===== src/design/asbc_params.svh =====
// Purpose: Register map, field positions and reset values of the sequencing control block
// Assumes: APB, 32-bit data, one aligned word per register
// Notes:   Included by its bare name
`ifndef ASBC_PARAMS_SVH
`define ASBC_PARAMS_SVH

`define ASBC_OFS_SEQ_CTRL     8'h00
`define ASBC_OFS_CLK_TIMING   8'h04
`define ASBC_OFS_DMA_CTRL     8'h08
`define ASBC_OFS_STATUS       8'h0c

`define ASBC_SEQ_HALF_BIT     7
`define ASBC_SEQ_RATE_LSB     2
`define ASBC_SEQ_RATE_MSB     6
`define ASBC_SEQ_FILL_BIT     1
`define ASBC_SEQ_ALT_BIT      0

`define ASBC_CLK_SRC_BIT      15
`define ASBC_CLK_SAMP_LSB     8
`define ASBC_CLK_SAMP_MSB     12
`define ASBC_CLK_DIV_LSB      0
`define ASBC_CLK_DIV_MSB      7

`define ASBC_DMA_EN_BIT       8

`define ASBC_SEQ_RESET        16'h0000
`define ASBC_CLK_RESET        16'h0000
`define ASBC_DMA_RESET        16'h0000

`endif


===== src/design/asbc_pkg.sv =====
// Purpose: Types shared by the sequencing control block
// Assumes: Sixteen-entry result buffer, sixteen-bit results
// Notes:   Used with explicit scope, never imported
package asbc_pkg;

   typedef struct packed {
      logic        en;
      logic [3:0]  addr;
      logic [15:0] data;
   } asbc_buf_write_t;

   typedef struct packed {
      logic        clk_src;
      logic [4:0]  samp_time;
      logic [7:0]  clk_div;
   } asbc_clk_cfg_t;

endpackage


===== src/design/asbc_divider.sv =====
// Purpose: Conversion clock tick from RC oscillator or divided system clock
// Assumes: rc_tick is a one-cycle pulse synchronous to pclk
// Notes:   Tick period is div_value+1 pclk cycles in divider mode
`timescale 1ns/1ps
module asbc_divider #(
   parameter int W = 8
) (
   input  wire logic         pclk,
   input  wire logic         presetn,
   input  wire logic         ce,
   input  wire logic         rc_sel,
   input  wire logic         rc_tick,
   input  wire logic [W-1:0] div_value,
   output logic              tick
);
   logic [W-1:0] cnt;
   wire          wrap = (cnt >= div_value);
   wire [W-1:0]  next_cnt = wrap ? '0 : cnt + {{(W-1){1'b0}}, 1'b1};
   wire          next_tick = rc_sel ? rc_tick : wrap;

   always_ff @(posedge pclk or negedge presetn)
   begin
      if (!presetn)
      begin
         cnt  <= '0;
         tick <= 1'b0;
      end
      else if (ce)
      begin
         cnt  <= next_cnt;
         tick <= next_tick;
      end
   end
endmodule


===== src/design/asbc_ctrl.sv =====
// Purpose: Converter sequencing, result buffer placement and clock settings
// Assumes: conv_done is a one-cycle pulse per completed sample/conversion
// Notes:   ce low freezes all state, so output pulses stretch while ce is low
`timescale 1ns/1ps
`include "asbc_params.svh"
module asbc_ctrl (
   input  wire logic                   pclk,
   input  wire logic                   presetn,
   input  wire logic                   ce,
   input  wire logic                   psel,
   input  wire logic                   penable,
   input  wire logic                   pwrite,
   input  wire logic [7:0]             paddr,
   input  wire logic [31:0]            pwdata,
   output logic [31:0]                 prdata,
   output logic                        pready,
   output logic                        pslverr,
   input  wire logic                   conv_done,
   input  wire logic [15:0]            conv_result,
   input  wire logic                   rc_tick,
   output asbc_pkg::asbc_buf_write_t   buf_wr,
   output logic                        mux_sel_b,
   output logic                        conv_irq,
   output logic                        dma_step,
   output logic                        buffer_half_status,
   output logic                        conv_tick,
   output asbc_pkg::asbc_clk_cfg_t     clk_cfg
);

   logic [4:0] interrupt_increment_rate;
   logic       buffer_fill_mode;
   logic       alternate_sample_mode;
   logic       result_dma_enable;
   logic       conversion_clock_source;
   logic [4:0] auto_sample_time;
   logic [7:0] conversion_clock_divider;
   logic [4:0] op_cnt;
   logic [3:0] wr_idx;

   // Reset images of the writable registers
   localparam logic [15:0] SEQ_RST = `ASBC_SEQ_RESET;
   localparam logic [15:0] CLK_RST = `ASBC_CLK_RESET;
   localparam logic [15:0] DMA_RST = `ASBC_DMA_RESET;

   // APB decode
   wire setup     = psel && !penable;
   wire wr_access = psel && penable && pready && pwrite;
   wire hit_seq   = (paddr == `ASBC_OFS_SEQ_CTRL);
   wire hit_clk   = (paddr == `ASBC_OFS_CLK_TIMING);
   wire hit_dma   = (paddr == `ASBC_OFS_DMA_CTRL);
   wire hit_sts   = (paddr == `ASBC_OFS_STATUS);
   wire mapped    = hit_seq || hit_clk || hit_dma || hit_sts;
   wire ro_write  = hit_sts && pwrite;

   wire [31:0] rd_seq = {24'h000000, buffer_half_status, interrupt_increment_rate,
                         buffer_fill_mode, alternate_sample_mode};
   wire [31:0] rd_clk = {16'h0000, conversion_clock_source, 2'h0, auto_sample_time,
                         conversion_clock_divider};
   wire [31:0] rd_dma = {23'h000000, result_dma_enable, 8'h00};
   wire [31:0] rd_sts = {20'h00000, mux_sel_b, buffer_half_status, wr_idx, 1'b0, op_cnt};
   wire [31:0] next_prdata = hit_seq ? rd_seq :
                             hit_clk ? rd_clk :
                             hit_dma ? rd_dma :
                             hit_sts ? rd_sts : 32'h00000000;

   // Answer one cycle after setup, zero wait otherwise
   always_ff @(posedge pclk or negedge presetn)
   begin
      if (!presetn)
      begin
         pready  <= 1'b0;
         pslverr <= 1'b0;
         prdata  <= 32'h00000000;
      end
      else if (ce)
      begin
         pready  <= setup;
         pslverr <= setup && (!mapped || ro_write);
         prdata  <= (setup && !pwrite) ? next_prdata : 32'h00000000;
      end
   end

   always_ff @(posedge pclk or negedge presetn)
   begin
      if (!presetn)
      begin
         interrupt_increment_rate <= SEQ_RST[`ASBC_SEQ_RATE_MSB:`ASBC_SEQ_RATE_LSB];
         buffer_fill_mode         <= SEQ_RST[`ASBC_SEQ_FILL_BIT];
         alternate_sample_mode    <= SEQ_RST[`ASBC_SEQ_ALT_BIT];
      end
      else if (ce && wr_access && hit_seq)
      begin
         interrupt_increment_rate <= pwdata[`ASBC_SEQ_RATE_MSB:`ASBC_SEQ_RATE_LSB];
         buffer_fill_mode         <= pwdata[`ASBC_SEQ_FILL_BIT];
         alternate_sample_mode    <= pwdata[`ASBC_SEQ_ALT_BIT];
      end
   end

   always_ff @(posedge pclk or negedge presetn)
   begin
      if (!presetn)
      begin
         conversion_clock_source  <= CLK_RST[`ASBC_CLK_SRC_BIT];
         auto_sample_time         <= CLK_RST[`ASBC_CLK_SAMP_MSB:`ASBC_CLK_SAMP_LSB];
         conversion_clock_divider <= CLK_RST[`ASBC_CLK_DIV_MSB:`ASBC_CLK_DIV_LSB];
      end
      else if (ce && wr_access && hit_clk)
      begin
         conversion_clock_source  <= pwdata[`ASBC_CLK_SRC_BIT];
         auto_sample_time         <= pwdata[`ASBC_CLK_SAMP_MSB:`ASBC_CLK_SAMP_LSB];
         conversion_clock_divider <= pwdata[`ASBC_CLK_DIV_MSB:`ASBC_CLK_DIV_LSB];
      end
   end

   always_ff @(posedge pclk or negedge presetn)
   begin
      if (!presetn)
         result_dma_enable <= DMA_RST[`ASBC_DMA_EN_BIT];
      else if (ce && wr_access && hit_dma)
         result_dma_enable <= pwdata[`ASBC_DMA_EN_BIT];
   end

   // Sequencing
   // Compare is >= so a rate lowered mid-count ends the run at once
   wire        done      = ce && conv_done;
   wire        cnt_hit   = (op_cnt >= interrupt_increment_rate);
   wire        rate_evt  = done && cnt_hit;
   wire [4:0]  next_op_cnt = cnt_hit ? 5'h00 : op_cnt + 5'h01;
   wire        restart   = rate_evt && !result_dma_enable;
   wire [3:0]  next_wr_idx = restart ? 4'h0 : wr_idx + 4'h1;
   // Half flips only while fill mode holds; otherwise stays on first half
   wire        next_half = !buffer_fill_mode ? 1'b0 :
                           restart ? !buffer_half_status : buffer_half_status;
   wire [3:0]  place_addr = result_dma_enable ? 4'h0 :
                            buffer_fill_mode ? {buffer_half_status, wr_idx[2:0]} : wr_idx;

   // interrupt every rate+1 operations
   // Counter also runs in DMA mode, where it paces dma_step
   always_ff @(posedge pclk or negedge presetn)
   begin
      if (!presetn)
      begin
         op_cnt   <= 5'h00;
         conv_irq <= 1'b0;
         dma_step <= 1'b0;
      end
      else if (ce)
      begin
         if (done)
            op_cnt <= next_op_cnt;
         conv_irq <= rate_evt && !result_dma_enable;
         dma_step <= rate_evt && result_dma_enable;
      end
   end

   always_ff @(posedge pclk or negedge presetn)
   begin
      if (!presetn)
      begin
         wr_idx             <= 4'h0;
         buffer_half_status <= 1'b0;
      end
      else if (ce)
      begin
         buffer_half_status <= next_half;
         if (done && !result_dma_enable)
            wr_idx <= next_wr_idx;
      end
   end

   always_ff @(posedge pclk or negedge presetn)
   begin
      if (!presetn)
         buf_wr <= '0;
      else if (ce)
      begin
         buf_wr.en   <= done;
         buf_wr.addr <= place_addr;
         buf_wr.data <= conv_result;
      end
   end

   // multiplexer alternation
   // Toggle on completion so the next sample takes the other set
   always_ff @(posedge pclk or negedge presetn)
   begin
      if (!presetn)
         mux_sel_b <= 1'b0;
      else if (ce)
         mux_sel_b <= alternate_sample_mode && (done ? !mux_sel_b : mux_sel_b);
   end

   // Settings published to the analog core
   always_ff @(posedge pclk or negedge presetn)
   begin
      if (!presetn)
         clk_cfg <= '0;
      else if (ce)
         clk_cfg <= '{clk_src: conversion_clock_source, samp_time: auto_sample_time,
                      clk_div: conversion_clock_divider};
   end

   asbc_divider #(
      .W (8)
   ) u_div (
      .pclk      (pclk),
      .presetn   (presetn),
      .ce        (ce),
      .rc_sel    (conversion_clock_source),
      .rc_tick   (rc_tick),
      .div_value (conversion_clock_divider),
      .tick      (conv_tick)
   );
endmodule


===== config.mk =====
export PLATFORM = sky130hd
export DESIGN_NAME = asbc_ctrl
export DESIGN_NICKNAME = d
export VERILOG_FILES = /design/src/design/asbc_pkg.sv /design/src/design/asbc_divider.sv /design/src/design/asbc_ctrl.sv
export VERILOG_INCLUDE_DIRS = /design/src /design/src/design
export SDC_FILE = /design/constraint.sdc
export NUM_CORES = 1
export LEC_CHECK = 0
export BUFFER_PORTS_ARGS = -buffer_cell sky130_fd_sc_hd__buf_2
export CAP_MARGIN = 25
export CORE_UTILIZATION = 32
export CTS_BUF_LIST = sky130_fd_sc_hd__clkbuf_2
export DETAILED_ROUTE_END_ITERATION = 8
export PLACE_DENSITY = 0.51
export SLEW_MARGIN = 0
export SYNTH_ARGS = -nofsm -noshare
export SYNTH_HDL_FRONTEND = slang
export SYNTH_SLANG_ARGS = --single-unit

===== constraint.sdc =====
create_clock -name pclk -period 2.89 [get_ports pclk]
set_clock_uncertainty 0.15 [all_clocks]
set_input_delay 0.578 -clock pclk [delete_from_list [all_inputs] [get_ports pclk]]
set_output_delay 0.578 -clock pclk [all_outputs]
set_load 0.02 [all_outputs]

==> results.yml <==
worst_setup_path:
  worst-path-buf-inv: 1
  path_cells: "inv_1 -> ha_1 -> and2_1 -> a221oi_1 -> o21ai_0 -> or2_2 -> mux2i_1"
  path_max_fanout: 6
  cp_slowest_cell: "dfrtp_1"
  critPathTopFamily: "compound AO/OA/AOI/OAI gates"
  max_stage_delay_ns: 0.45
  worstPathArrival_ns: 2.75
  endpoint_kind: "register"
  crit_required_ns: 3.29
  critPathLaunchType: "register"
  setup.worst_path.class: "reg2reg"
floorplan:
  num_io_pins: 138
  chipWidth_um: 120
  placementRows: 42
  dieHeight_um: 120
  die_area_sq_um: 14500
  fp.coreArea_sq_um: 13500
  start_util: 0.333
grt:
  grt_overflow: 0
  grt_pass1_wl_um: 17500
  antenna_found_initial: 0
  grt_max_degree: 71
  grt_pass1_vias: 3358
  grtUsageTotal: 0.156
clock_tree:
  clockBufferDepth: 2
  ctsRootBufferMaster: "clkbuf_2"
  cts.clk_slew.worst_paths_ns: 0.28
  htree_levels: 3
  clkSinkCount: 95
  clk_latency_ns: 0.60
  cts_resized: 0
  cts_buffers: 9
  cts_tree: "yes"
place:
  dpl.cell_count: 665
  dpl.hpwl_um: 7500
  gp_congestion: 0.777
  numPortBuffers: 101
synthesis:
  syn_area_per_cell_sq_um: 11.3
  ys_async_sr_fraction: 1.00
  synth_cell_type_count: 49
  synth_area_sq_um: 4480
  yosys_most_used_dff: "dfrtp_1"
  ys_ff_latch: 95
  synth_edf_count: 0
  ys_seq_area_frac: 0.531
  netlist_instances: 398
  synth_warnings: 0
timing:
  setup_viol: 0
  slew_headroom: 0.533
  drv_slew: 0
  max_freq_mhz: 425
  fin_crit_sh: 0.814
  hold_viol_final: 0
  setup-tns-final_ns: 0
  tightest_slew_ns: 0.693
  rsz0062_at_grt: "false"
  post-route-min-period_ns: 2.35
finish:
  nFillCells: 1345
  multiInputGateArea_sq_um: 1850
  syn2layout_area_growth_pct: 23.3
  regArea_sq_um: 2380
  finalNonFillerCells: 710
  layout-drive-gt1-share: 0.315
  n_antenna_cell: 0
  fin_nets: 609
detailed_routing:
  wl_um: 10600
  initialDrtViolationCount: 148
  vias: 3400
  drcViolationCount: 0
  wl_per_cell_um: 14.9
  dr.pass1.iters: 4
  via_per_inst: 4.79
  drtAntennaViolNets: 0
power_and_ir_drop:
  leakagePower_nw: 2.71
  ir_drop_mv: 0.182
  clkPwrFrac: 0.244
  power_switching_mw: 0.768
  seqPwrFrac: 0.600
  p_sw_frac: 0.313
  comb_power_share: 0.156
  power.internal_mw: 1.68
  power.density_nw_per_um2: 444
status:
  outcome: "finished clean"
hold_path:
  hold_path.class: "in2reg"
run:
  maxCapViolations: 0
[kinds of logic (layout without fill, tap and decap cells)]
kind of cell | Yosys count | after routing | synth area share
buffers and inverters | 66 | 185 | 0.0712
xor gates and xnor gates | 4 | 4 | 0.00782
AOI/OAI and AO/OA | 82 | 82 | 0.119
other | 1 | 18 | 0.000837
muxes | 51 | 51 | 0.127
adders and majority gates | 16 | 16 | 0.0447
and+or+nand+nor | 83 | 83 | 0.0992
DFF | 95 | 95 | 0.531
[what timing repair did]
action,in CTS,in global routing
hold buffers,29,0
buffers inserted,0,0
hold endpoints to repair,56,0
[placed cells by master, fill, tap and decap left out, types with 7 or more instances in the layout]
cell and n:
o2bb2ai_1 9, nand2_1 31, mux2_2 38, dfrtp_1 95, dlygate4sd3_1 29, conb_1 18, ha_1 16, o21ai_0 37
a21o_1 7, clkbuf_2 9, inv_1 31, mux2_1 7, buf_4 8, nor2_1 13, buf_2 100, nand3_1 9
[power by group through the flow]
stage,sequential [mW],clock [mW],combinational [mW]
floorplan,1.52,0,0.199
global placement,1.49,0,0.350
detailed placement,1.49,0,0.357
CTS,1.47,0.640,0.388
global route,1.49,0.681,0.428
finish,1.47,0.598,0.382
[area by class of cell]
class / count / area share
Sequential cell: 95 / 0.431
Multi-Input combinational cell: 254 / 0.334
Timing Repair Buffer: 138 / 0.158
Tap cell: 176 / 0.0399
Inverter: 31 / 0.0211
Clock inverter: 7 / 0.00838
Clock buffer: 9 / 0.00816
[stage by stage]
step | util | power [mW] | setup slack [ns] | area [sq um] | hold WS, ns
floorplan | - | 1.72 | 0.659 | 4540 | 0.132
global placement | 0.382 | 1.84 | 0.317 | 5140 | 0.316
detailed placement | 0.382 | 1.85 | 0.284 | 5140 | 0.319
CTS | 0.410 | 2.50 | 0.482 | 5520 | 0.00271
global route | 0.410 | 2.59 | 0.278 | 5520 | 0.00273
finish | 0.410 | 2.45 | 0.537 | 5520 | 0.0614
[registers in the layout (all words and copies together) (netlist names), 4 cells and up]
register / flops
auto_sample_time: 5
buf_wr: 21
clk_cfg: 14
conversion_clock_divider: 8
interrupt_increment_rate: 5
op_cnt: 5
prdata: 14
u_div.cnt: 8
wr_idx: 4
[cell usage after synthesis (3+ instances only)]
master	count	area, sq um
buf_4	18	135
a221oi_1	6	52.6
nand2b_1	3	18.8
nor3_1	4	20.0
mux2_1	7	78.8
dfrtp_1	95	2380
nor2_1	13	48.8
nand3_1	9	45.0
o21ai_0	37	185
clkbuf_1	13	48.8
o2bb2ai_1	9	78.8
nand2_1	31	116
a21oi_1	6	30.0
mux2i_1	6	60.1
inv_1	31	116
mux2_2	38	428
a21o_1	7	52.6
a31oi_1	3	18.8
nand3b_1	5	37.5
ha_1	16	200
buf_2	3	15.0
[metal layers]
metal / share of wire / global-route usage
met1: 0.47 / 0.209
met2: 0.45 / 0.240
met3: 0.060 / 0.0434
met4: 0.016 / 0.0602
met5: 0 / 0
[path summary, 6_finish.rpt]
check                                            start                    end  slack (ns)  cells after the start
max                        conversion_clock_divider[7]           u_div.cnt[0]        0.54                      7
min                                          pwdata[0]  alternate_sample_mode        0.06                      2
max reg2reg                conversion_clock_divider[7]           u_div.cnt[0]        0.54                      7
min reg2reg                                  prdata[9]              prdata[9]        0.37                      1
max in group asynchronous                      presetn              prdata[2]        1.64                      3
min in group asynchronous                      presetn    auto_sample_time[4]        0.21                      2
No activity file was read; power rests on OpenSTA's default activity.
